[src/logic/can_ctrl_regs.svh]
/*
  register offsets, field positions, reset values and encodings for the can mode
  and receive-search block.
  assumes inclusion by bare name; definitions only.
*/
// Functional notes
// software sets the clock divider before enable and keeps it while enabled
// setting global operation enable starts the controller in initialization mode
// buffer contents are undefined right after enable
// software clears ready, request, data-new and in-use of buffers 0..15 first
// redefinition: enter init mode, rewrite buffer, select operation mode again
// abort a pending transmit and confirm before rewriting that buffer
// wait one bit time after redefining an aborted transmit buffer
// pick highest-priority pending transmit buffer by identifier, extension, remote bit
// three-bit mode field selects one of five modes out of init
// every change between operation modes passes through init mode
// init request pends during a frame; entered at interframe space, field reads 000
// software polls the mode field until it reads 000
// clear-error-counter in init mode resets error counter and module info
// receive search considers in-use, type 001..101, ready buffers only
// frame goes only to the highest priority class candidate
// if best candidate is full with overwrite off, frame is discarded
// classes: unmasked 1, mask1 2, mask2 3; accept if empty or overwrite
// mask3 class 4, mask4 class 5, same accept conditions
// while ready, software writes only reach ready, request, data-new, overwrite (here overwrite sits in the conf word and is locked too)
// within one class the lowest buffer number wins
`ifndef CAN_CTRL_REGS_SVH
`define CAN_CTRL_REGS_SVH
`define NUM_BUF          16
`define OFS_GLOBAL_CTRL  12'h000
`define OFS_CLOCK_SEL    12'h004
`define OFS_MODULE_CTRL  12'h008
`define OFS_ERROR_CNT    12'h00c
`define OFS_MODULE_INFO  12'h010
`define OFS_FRAME_STAT   12'h014
`define OFS_RX_RESULT    12'h018
`define OFS_TX_RESULT    12'h01c
`define OFS_BUF_BASE     12'h100
`define OFS_BUF_STRIDE   12'h010
`define BUF_CTRL_WORD    2'h0
`define BUF_CONF_WORD    2'h1
`define BUF_ID_WORD      2'h2
`define CTRL_READY       0
`define CTRL_TX_REQ      1
`define CTRL_DATA_NEW    2
`define CTRL_OVERWRITE   4
`define CONF_IN_USE      0
`define CONF_OVERWRITE   1
`define CONF_TYPE_LO     3
`define MC_MODE_LO       0
`define MC_CLR_ERR       3
`define GC_ENABLE        0
`define MODE_INIT        3'h0
`define TYPE_TX          3'h0
`define TYPE_RX_LO       3'h1
`define TYPE_RX_HI       3'h5
`define MODE_HI          3'h5
`define ERR_CNT_RESET    16'h0000
`define MOD_INFO_RESET   8'h00
`endif

[src/logic/can_ctrl_pkg.sv]
/*
  types for the can mode and receive-search block.
  assumes can_ctrl_regs.svh supplies the numbers.
*/
package can_ctrl_pkg;
  typedef enum logic [1:0] {
    ST_OFF  = 2'b00,
    ST_INIT = 2'b01,
    ST_OPER = 2'b10,
    ST_WAIT = 2'b11
  } mode_state_t;
  typedef struct packed {
    logic       in_use;
    logic       overwrite_enable;
    logic [2:0] btype;
    logic       ready;
    logic       tx_req;
    logic       data_new;
    logic [28:0] id;
    logic       ide;
    logic       rtr;
  } buf_view_t;
  typedef struct packed {
    logic       hit;
    logic       store;
    logic [3:0] num;
  } search_res_t;
endpackage

[src/logic/can_mode_ctrl.sv]
/*
  can controller mode control, message buffer store and receive placement,
  reached over apb.
  assumes protocol engine signals (frame activity, frame end, id) on ref_clk.
*/
`timescale 1ns/1ps
`include "can_ctrl_regs.svh"
module can_mode_ctrl
  import can_ctrl_pkg::*;
#(
  parameter int NB = `NUM_BUF
) (
  // clock and reset
  input  wire logic        ref_clk,
  input  wire logic        nrst,
  // apb slave
  input  wire logic        psel,
  input  wire logic        penable,
  input  wire logic        pwrite,
  input  wire logic [11:0] paddr,
  input  wire logic [31:0] pwdata,
  output logic      [31:0] prdata,
  output logic             pready,
  output logic             pslverr,
  // protocol engine side
  input  wire logic        bus_busy,
  input  wire logic        rx_frame_done,
  input  wire logic [28:0] rx_id,
  input  wire logic        rx_ide,
  input  wire logic        err_event,
  // status toward the engine
  output logic      [2:0]  op_mode,
  output logic             ctrl_enabled,
  output logic      [3:0]  clock_divider,
  output logic             tx_valid,
  output logic      [3:0]  tx_buf
);
  if (NB != `NUM_BUF) begin : g_bad_nb
    $error("can_mode_ctrl: NB must be NUM_BUF");
  end
  mode_state_t state, next_state;
  logic [2:0]  mode, next_mode, pend_mode, next_pend_mode;
  logic [3:0]  module_clock_divider, next_module_clock_divider;
  logic        global_operation_enable, next_global_operation_enable;
  logic [15:0] error_counter_reg, next_error_counter_reg;
  logic [7:0]  module_info_reg, next_module_info_reg;
  logic [4:0]  rx_result, next_rx_result;
  logic [1:0]  frame_stat, next_frame_stat;
  logic [31:0] next_prdata;
  logic        next_pready, next_pslverr;
  logic        next_tx_valid;
  logic [3:0]  next_tx_buf;
  buf_view_t   bufs [NB];
  buf_view_t   next_bufs [NB];
  logic [NB-1:0] id_match;
  search_res_t rx_res, tx_res;

  wire acc    = psel && penable && !pready;
  wire wr     = psel && penable && pready && pwrite; // lands where the master sees pready
  wire in_buf = paddr >= `OFS_BUF_BASE &&
                paddr < `OFS_BUF_BASE + 12'(NB) * `OFS_BUF_STRIDE;
  wire [11:0] boff  = paddr - `OFS_BUF_BASE;
  wire [3:0]  bidx  = boff[7:4];
  wire [1:0]  bword = boff[3:2];

  genvar g;
  generate
    for (g = 0; g < NB; g++) begin : g_match
      // standard frames compare only the upper eleven id bits
      assign id_match[g] = (bufs[g].ide == rx_ide) &&
        (rx_ide ? bufs[g].id == rx_id : bufs[g].id[28:18] == rx_id[28:18]);
    end
  endgenerate

  can_rx_search #(.NB(NB)) u_search (
    .bufs     (bufs),
    .id_match (id_match),
    .rx_res   (rx_res),
    .tx_res   (tx_res)
  );

  // mode and control registers
  always_comb begin
    next_state = state;
    next_mode = mode;
    next_pend_mode = pend_mode;
    next_module_clock_divider = module_clock_divider;
    next_global_operation_enable = global_operation_enable;
    next_error_counter_reg = error_counter_reg;
    next_module_info_reg = module_info_reg;
    if (err_event && error_counter_reg != 16'hffff) begin
      next_error_counter_reg = error_counter_reg + 16'h0001;
    end
    case (state)
      ST_OFF: begin
        if (global_operation_enable) begin
          next_state = ST_INIT;
        end
      end
      ST_INIT: begin
        next_mode = `MODE_INIT;
        if (pend_mode != `MODE_INIT) begin
          next_mode = pend_mode;
          next_state = ST_OPER;
        end
      end
      ST_OPER: begin
        if (pend_mode == `MODE_INIT) begin
          next_state = ST_WAIT;
        end
      end
      ST_WAIT: begin
        if (!bus_busy) begin
          next_mode = `MODE_INIT;
          next_state = ST_INIT;
        end
      end
      default: next_state = ST_OFF;
    endcase
    if (wr && paddr == `OFS_GLOBAL_CTRL) begin
      next_global_operation_enable = pwdata[`GC_ENABLE];
      if (!pwdata[`GC_ENABLE]) begin
        next_state = ST_OFF;
        next_mode = `MODE_INIT;
        next_pend_mode = `MODE_INIT;
      end
    end
    // divider frozen while enabled
    if (wr && paddr == `OFS_CLOCK_SEL && !global_operation_enable) begin
      next_module_clock_divider = pwdata[3:0];
    end
    if (wr && paddr == `OFS_MODULE_CTRL && state != ST_OFF) begin
      if (pwdata[`MC_MODE_LO +: 3] <= `MODE_HI) begin
        next_pend_mode = pwdata[`MC_MODE_LO +: 3];
      end
      if (pwdata[`MC_CLR_ERR] && state == ST_INIT) begin
        next_error_counter_reg = `ERR_CNT_RESET;
        next_module_info_reg = `MOD_INFO_RESET;
      end
    end
    next_module_info_reg[0] = (error_counter_reg[7:0] >= 8'h60);
    if (state == ST_OFF) begin
      next_module_info_reg[0] = 1'b0;
    end
  end

  always_ff @(posedge ref_clk or negedge nrst) begin
    if (!nrst) begin
      state <= ST_OFF;
      mode <= `MODE_INIT;
      pend_mode <= `MODE_INIT;
      module_clock_divider <= 4'h0;
      global_operation_enable <= 1'b0;
      error_counter_reg <= `ERR_CNT_RESET;
      module_info_reg <= `MOD_INFO_RESET;
    end else begin
      state <= next_state;
      mode <= next_mode;
      pend_mode <= next_pend_mode;
      module_clock_divider <= next_module_clock_divider;
      global_operation_enable <= next_global_operation_enable;
      error_counter_reg <= next_error_counter_reg;
      module_info_reg <= next_module_info_reg;
    end
  end

  // message buffers: software writes and receive placement
  always_comb begin
    for (int i = 0; i < NB; i++) begin
      next_bufs[i] = bufs[i];
    end
    next_rx_result = rx_result;
    next_frame_stat = frame_stat;
    if (wr && in_buf) begin
      case (bword)
        `BUF_CTRL_WORD: begin
          // set in bits 8 and 9, clear in bits 0 to 2; set and clear together is no change
          if (pwdata[8] && !pwdata[0]) next_bufs[bidx].ready = 1'b1;
          if (!pwdata[8] && pwdata[0]) next_bufs[bidx].ready = 1'b0;
          if (pwdata[9] && !pwdata[1]) next_bufs[bidx].tx_req = 1'b1;
          if (!pwdata[9] && pwdata[1]) next_bufs[bidx].tx_req = 1'b0;
          if (pwdata[2]) next_bufs[bidx].data_new = 1'b0;
        end
        `BUF_CONF_WORD: begin
          if (!bufs[bidx].ready) begin
            next_bufs[bidx].in_use = pwdata[`CONF_IN_USE];
            next_bufs[bidx].overwrite_enable = pwdata[`CONF_OVERWRITE];
            next_bufs[bidx].btype = pwdata[`CONF_TYPE_LO +: 3];
          end
        end
        `BUF_ID_WORD: begin
          if (!bufs[bidx].ready) begin
            next_bufs[bidx].id = pwdata[28:0];
            next_bufs[bidx].ide = pwdata[31];
            next_bufs[bidx].rtr = pwdata[30];
          end
        end
        default: ;
      endcase
    end
    // hardware store wins over a same-cycle software clear of data_new
    if (rx_frame_done && state == ST_OPER || rx_frame_done && state == ST_WAIT) begin
      next_rx_result = {rx_res.hit && rx_res.store, rx_res.num};
      next_frame_stat = {rx_res.hit, rx_res.hit && !rx_res.store};
      if (rx_res.hit && rx_res.store) begin
        next_bufs[rx_res.num].data_new = 1'b1;
      end
    end
  end

  always_ff @(posedge ref_clk or negedge nrst) begin
    if (!nrst) begin
      for (int i = 0; i < NB; i++) begin
        bufs[i] <= '0; // for determinism only, software still initialises them
      end
      rx_result <= 5'h00;
      frame_stat <= 2'h0;
    end else begin
      for (int i = 0; i < NB; i++) begin
        bufs[i] <= next_bufs[i];
      end
      rx_result <= next_rx_result;
      frame_stat <= next_frame_stat;
    end
  end

  // apb read path, registered, one wait cycle per access
  always_comb begin
    next_prdata = 32'h0000_0000;
    next_pslverr = 1'b0;
    next_pready = acc;
    if (in_buf) begin
      case (bword)
        `BUF_CTRL_WORD: next_prdata = {29'h0, bufs[bidx].data_new,
                                       bufs[bidx].tx_req, bufs[bidx].ready};
        `BUF_CONF_WORD: next_prdata = {26'h0, bufs[bidx].btype, 1'b0,
                                       bufs[bidx].overwrite_enable, bufs[bidx].in_use};
        `BUF_ID_WORD:   next_prdata = {bufs[bidx].ide, bufs[bidx].rtr, 1'b0,
                                       bufs[bidx].id};
        default:        next_pslverr = acc;
      endcase
    end else begin
      case (paddr)
        `OFS_GLOBAL_CTRL: next_prdata = {31'h0, global_operation_enable};
        `OFS_CLOCK_SEL:   next_prdata = {28'h0, module_clock_divider};
        `OFS_MODULE_CTRL: next_prdata = {29'h0, mode};
        `OFS_ERROR_CNT:   next_prdata = {16'h0, error_counter_reg};
        `OFS_MODULE_INFO: next_prdata = {24'h0, module_info_reg};
        `OFS_FRAME_STAT:  next_prdata = {30'h0, frame_stat};
        `OFS_RX_RESULT:   next_prdata = {27'h0, rx_result};
        `OFS_TX_RESULT:   next_prdata = {27'h0, tx_res.hit, tx_res.num};
        default:          next_pslverr = acc;
      endcase
    end
    next_tx_valid = tx_res.hit && state == ST_OPER;
    next_tx_buf = tx_res.num;
  end

  always_ff @(posedge ref_clk or negedge nrst) begin
    if (!nrst) begin
      prdata <= 32'h0000_0000;
      pready <= 1'b0;
      pslverr <= 1'b0;
      op_mode <= `MODE_INIT;
      ctrl_enabled <= 1'b0;
      clock_divider <= 4'h0;
      tx_valid <= 1'b0;
      tx_buf <= 4'h0;
    end else begin
      prdata <= next_prdata;
      pready <= next_pready;
      pslverr <= next_pslverr;
      op_mode <= next_mode;
      ctrl_enabled <= next_state != ST_OFF;
      clock_divider <= next_module_clock_divider;
      tx_valid <= next_tx_valid;
      tx_buf <= next_tx_buf;
    end
  end

  AST_INIT_ON_ENABLE: assert property (@(posedge ref_clk) disable iff (!nrst)
    state == ST_OFF && global_operation_enable && !wr |=> state == ST_INIT)
    else $error("enable did not enter init");
  AST_INIT_HELD_BUSY: assert property (@(posedge ref_clk) disable iff (!nrst)
    state == ST_WAIT && bus_busy && !wr |=> mode != `MODE_INIT)
    else $error("init entered during frame");
  AST_INIT_AT_IFS: assert property (@(posedge ref_clk) disable iff (!nrst)
    state == ST_WAIT && !bus_busy && !wr |=> mode == `MODE_INIT)
    else $error("init not entered at interframe");
  AST_CLR_ERR: assert property (@(posedge ref_clk) disable iff (!nrst)
    wr && paddr == `OFS_MODULE_CTRL && pwdata[`MC_CLR_ERR] && state == ST_INIT
    |=> error_counter_reg == `ERR_CNT_RESET)
    else $error("error counter not cleared");
  AST_MODE_SELECT: assert property (@(posedge ref_clk) disable iff (!nrst)
    state == ST_INIT && pend_mode != `MODE_INIT && !wr |=> mode == $past(pend_mode))
    else $error("mode not taken");
  AST_DISCARD: assert property (@(posedge ref_clk) disable iff (!nrst)
    rx_frame_done && state == ST_OPER && rx_res.hit && !rx_res.store
    |=> rx_result[4] == 1'b0 && frame_stat == 2'b11)
    else $error("full best candidate not discarded");
  AST_STORE_DN: assert property (@(posedge ref_clk) disable iff (!nrst)
    rx_frame_done && state == ST_OPER && rx_res.hit && rx_res.store
    |=> bufs[rx_result[3:0]].data_new)
    else $error("stored buffer lacks data_new");
  AST_ELIG: assert property (@(posedge ref_clk) disable iff (!nrst)
    rx_res.hit |-> bufs[rx_res.num].in_use && bufs[rx_res.num].ready &&
    bufs[rx_res.num].btype inside {[3'h1:3'h5]})
    else $error("ineligible receive target");
  AST_RDY_LOCK: assert property (@(posedge ref_clk) disable iff (!nrst)
    wr && in_buf && bword == `BUF_ID_WORD && bufs[bidx].ready
    |=> bufs[$past(bidx)].id == $past(bufs[bidx].id))
    else $error("locked buffer id changed");
endmodule

[src/logic/can_rx_search.sv]
/*
  combinational search over all buffers: receive target and best transmit buffer.
  assumes match vector from the id filter of the caller, same clock.
*/
`timescale 1ns/1ps
`include "can_ctrl_regs.svh"
module can_rx_search
  import can_ctrl_pkg::*;
#(
  parameter int NB = `NUM_BUF
) (
  // buffer state
  input  wire buf_view_t   bufs [NB],
  input  wire logic [NB-1:0] id_match,
  // results
  output search_res_t      rx_res,
  output search_res_t      tx_res
);
  if (NB < 1 || NB > 16) begin : g_bad_nb
    $error("can_rx_search: NB out of range");
  end
  logic [NB-1:0] elig;
  logic [2:0]    cls [NB];
  genvar g;
  generate
    for (g = 0; g < NB; g++) begin : g_elig
      // class is type code: 1 unmasked .. 5 mask 4
      assign elig[g] = bufs[g].in_use && bufs[g].ready && id_match[g] &&
                       bufs[g].btype >= `TYPE_RX_LO &&
                       bufs[g].btype <= `TYPE_RX_HI;
      assign cls[g]  = bufs[g].btype;
    end
  endgenerate
  always_comb begin
    logic [2:0] best_cls;
    logic [30:0] best_key;
    best_cls = 3'h7;
    best_key = 31'h7fffffff;
    rx_res = '0;
    tx_res = '0;
    // strict less keeps the lowest number in a class
    for (int i = 0; i < NB; i++) begin
      if (elig[i] && cls[i] < best_cls) begin
        best_cls = cls[i];
        rx_res.hit = 1'b1;
        rx_res.num = 4'(i);
        rx_res.store = !bufs[i].data_new || bufs[i].overwrite_enable;
      end
    end
    // lower key wins arbitration: id then extension then remote bit
    for (int i = 0; i < NB; i++) begin
      if (bufs[i].in_use && bufs[i].ready && bufs[i].tx_req &&
          bufs[i].btype == `TYPE_TX &&
          (!tx_res.hit || {bufs[i].id, bufs[i].ide, bufs[i].rtr} < best_key)) begin
        best_key = {bufs[i].id, bufs[i].ide, bufs[i].rtr};
        tx_res.hit = 1'b1;
        tx_res.num = 4'(i);
      end
    end
  end
endmodule
[config.mk]
export PLATFORM = sky130hd
export DESIGN_NAME = can_mode_ctrl
export DESIGN_NICKNAME = d
export VERILOG_FILES = /design/src/logic/can_ctrl_pkg.sv /design/src/logic/can_mode_ctrl.sv /design/src/logic/can_rx_search.sv
export VERILOG_INCLUDE_DIRS = /design/src /design/src/logic
export SDC_FILE = /design/constraint.sdc
export NUM_CORES = 2
export LEC_CHECK = 0
export ABC_AREA = 1
export BUFFER_PORTS_ARGS = -buffer_cell sky130_fd_sc_hd__buf_2
export CORE_ASPECT_RATIO = 0.8
export CORE_UTILIZATION = 55
export DETAILED_ROUTE_END_ITERATION = 8
export PLACE_DENSITY = 0.71
export SLEW_MARGIN = 25
export SYNTH_ARGS = -nofsm -noshare
export SYNTH_HDL_FRONTEND = slang
export SYNTH_SLANG_ARGS = --single-unit
[constraint.sdc]
create_clock -name ref_clk -period 57.5 [get_ports ref_clk]
set_input_delay 0 -clock ref_clk [delete_from_list [all_inputs] [get_ports ref_clk]]
set_output_delay 0 -clock ref_clk [all_outputs]
set_load 0.01 [all_outputs]
==> impl_metrics.py <==
metrics = {
    "worst_setup_path": {
        "r2r_cells": 175,
        "start_kind": "flop",
        "path_max_fanout": 64,
        "cp_slowest_cell": "nor4_1",
        "path_class": "flop to flop",
        "reg2reg_slack_ns": 18.61,
        "critical-path-max-stage-delay_ns": 0.98,
        "crit_arrival_ns": 39.50,
        "required_ns": 58.11,
        "reg2reg_to": "prdata[1]",
        "path_common_cell": "nand2_1",
        "end_kind": "flop",
    },
    "grt": {
        "grt_max_degree": 165,
        "grt_pass1_wl_mm": 365,
        "grt_pass1_vias": 56600,
        "overflow": 0,
        "antenna_found_initial": 11,
        "track_usage_pct": 47.4,
    },
    "sta": {
        "slew_headroom_pct": 17.3,
        "drv_slew": 0,
        "min_period_ns": 38.89,
        "hold_viol_final": 0,
        "clock_skew_ns": 0.0230,
        "fin_crit_sh_pct": 67.6,
        "holdWs_ns": 0.0114,
        "worstMarginPinSlew_ns": 1.22,
        "tns_ns": 0,
        "rsz0062_at_grt": "false",
        "setup_viol": 0,
        "max_freq_mhz": 25.7,
    },
    "power_and_ir_drop": {
        "cellPowerDensity_nw_per_um2": 20.2,
        "leakage_nw": 29.4,
        "irDropWorstVdd_v": 0.0000238,
    },
    "yosys": {
        "ys_seq_elements": 700,
        "synth_edf_count": 0,
        "synth.area.top_cells": "dfrtp_1 31%, nand2_1 14%, o21ai_0 11%",
        "syn-instance-count": 8157,
        "syn_area_um2": 56700,
        "synth_fp_nets": 8643,
        "synth-main-ff-cell": "dfrtp_1",
        "synth_top_area_share_pct": 30.9,
        "synth_cell_type_count": 75,
        "synth-warning-count": 0,
        "seq_area_frac_synth_pct": 30.9,
        "yosysTopAreaCell": "dfrtp_1",
        "synth_area_per_cell_um2": 6.95,
        "synthArstFlopShare_pct": 100,
    },
    "floorplanning": {
        "io_pins": 129,
        "core_region_area_um2": 101000,
        "dieArea_um2": 104000,
        "die_x_um": 361,
        "die_height_um": 289,
        "rows": 104,
        "start_util_pct": 55.9,
    },
    "cts": {
        "cts_buffers": 80,
        "clkSinkCount": 700,
        "cts_tree": "yes",
        "cts_max_level": 3,
        "root_buffer": "clkbuf_16",
        "clk_pin_slew_ns": 0.06,
        "cts_buffer_depth": 3,
        "worstSkewPairLatency_ns": 0.70,
        "cts-resized-gates": 0,
    },
    "layout": {
        "seq_area_um2": 17500,
        "area_growth_pct": 8.07,
        "nets": 8580,
        "fin_area_um2": 61300,
        "multi_input_area_um2": 34500,
        "final_cell_mix": "2113 x nand2_1, 1274 x o21ai_0, 764 x inv_1",
        "fillers": 9583,
        "drive_gt1_share_pct": 6.93,
        "layout_commonest_cell": "nand2_1",
    },
    "detailed_routing": {
        "dr.pass1.iters": 8,
        "avgViaCountPerCell": 6.51,
        "drc": 0,
        "wire_per_inst_um": 26.6,
        "via_count": 61800,
        "wirelength_mm": 252,
        "drt_iter0_markers": 9422,
        "ant_nets": 0,
    },
    "run": {
        "cap_violations": 0,
    },
    "placed_design": {
        "hpwlAfterDp_mm": 192,
        "dpl_cell_area_um2": 58000,
        "port-buffer-count": 126,
        "place.gp.congestion": 1.03,
    },
    "run_status": {
        "outcome": "finished clean",
    },
    "min_path": {
        "holdCritPathClass": "primary input to async pin",
    },
}
-- where the power goes --
group | switching, mW | total, mW | internal (mW) | leakage [nW]
clock network | 0.232 | 0.552 | 0.320 | 1.33
logic | 0.136 | 0.182 | 0.0462 | 18.8
registers | 0.00585 | 0.506 | 0.500 | 9.27
total | 0.373 | 1.24 | 0.866 | 29.4
-- timing repair --
| action | 4_1_cts | 5_1_grt |
|---|---|---|
| hold buffers | 45 | 0 |
| hold endpoints to repair | 291 | 0 |
| setup buffers | 0 | 0 |
-- layout make-up --
cell class	count	area share, %
Sequential cell	700	28.6
Multi-Input combinational cell	6251	56.3
Clock buffer	119	3.92
Antenna cell	4	0.0163
Timing Repair Buffer	273	3.15
Tap cell	1325	2.71
Clock inverter	24	0.527
Inverter	788	4.83
-- cell usage after synthesis, types with 7 or more instances --
master	n
a22oi_1	88
nor3_1	75
a41oi_1	12
nand3_1	485
nor4_1	88
o21ai_2	8
a221oi_1	24
buf_2	19
a22o_1	11
mux2i_1	11
nand3b_1	7
a21o_1	15
inv_1	770
or2_2	33
nor2_1	409
a21oi_1	212
nand3_2	20
nand2_2	59
ha_1	404
buf_4	8
xor2_1	102
buf_1	32
o211ai_1	44
buf_6	22
clkbuf_1	324
o21ai_0	1283
a2111oi_0	17
nand2_4	21
o22ai_1	154
dfrtp_1	700
nor4b_1	7
a211oi_1	35
nand4_1	178
nand2_1	2120
o21bai_1	50
o221ai_1	33
a31oi_1	43
xnor2_1	95
clkinv_1	12
o2111ai_1	38
-- how the worst max path moves through the flow --
| stage | end | depth (start not counted) |
|---|---|---|
| after floorplan | prdata[0] | 215 |
| after global placement | prdata[1] | 172 |
| after detailed placement | prdata[1] | 174 |
| after CTS | prdata[1] | 172 |
| after global routing | prdata[1] | 185 |
| final | prdata[1] | 175 |
-- cell families after synthesis --
family,synth area share (%)
AND/OR/NAND/NOR,27.1
other,0.00661
buffers and inverters,8.62
multiplexers,0.254
adder cells (fa/ha/maj),8.92
AO/OA/AOI/OAI,21.2
flip-flops,30.9
XOR/XNOR,3.04
-- metal layers --
metal	share of wire (%)	GRT usage, %	wire length [µm]	vias up
li1	-	-	-	27800
met5	0.023	0	57	-
met1	40	63.9	99900	28900
met3	15	17.0	37700	851
met2	38	65.2	97000	4206
met4	6.9	27.7	17400	8
-- worst max-delay path: cells and delay by family, from the launching register on --
kind            cells  cell delay, ns
simple gates       98           19.16
flops               1            0.47
compound gates     50           11.69
fa+ha+maj          15            4.85
buf+inv            12            2.23
-- through the flow --
step           worst slack (ns)  utilization [%]  power, mW  cells
2_1_floorplan             28.56                -      0.611   8157
3_3_place_gp              20.49             57.2      0.682   9291
3_5_place_dp              19.87             57.2      0.685   9292
4_1_cts                   19.63             60.4       1.23   9480
5_1_grt                   15.75             60.4       1.27   9480
6_report                  18.61             60.4       1.24   9484
Power figures use the tool's default switching activity.
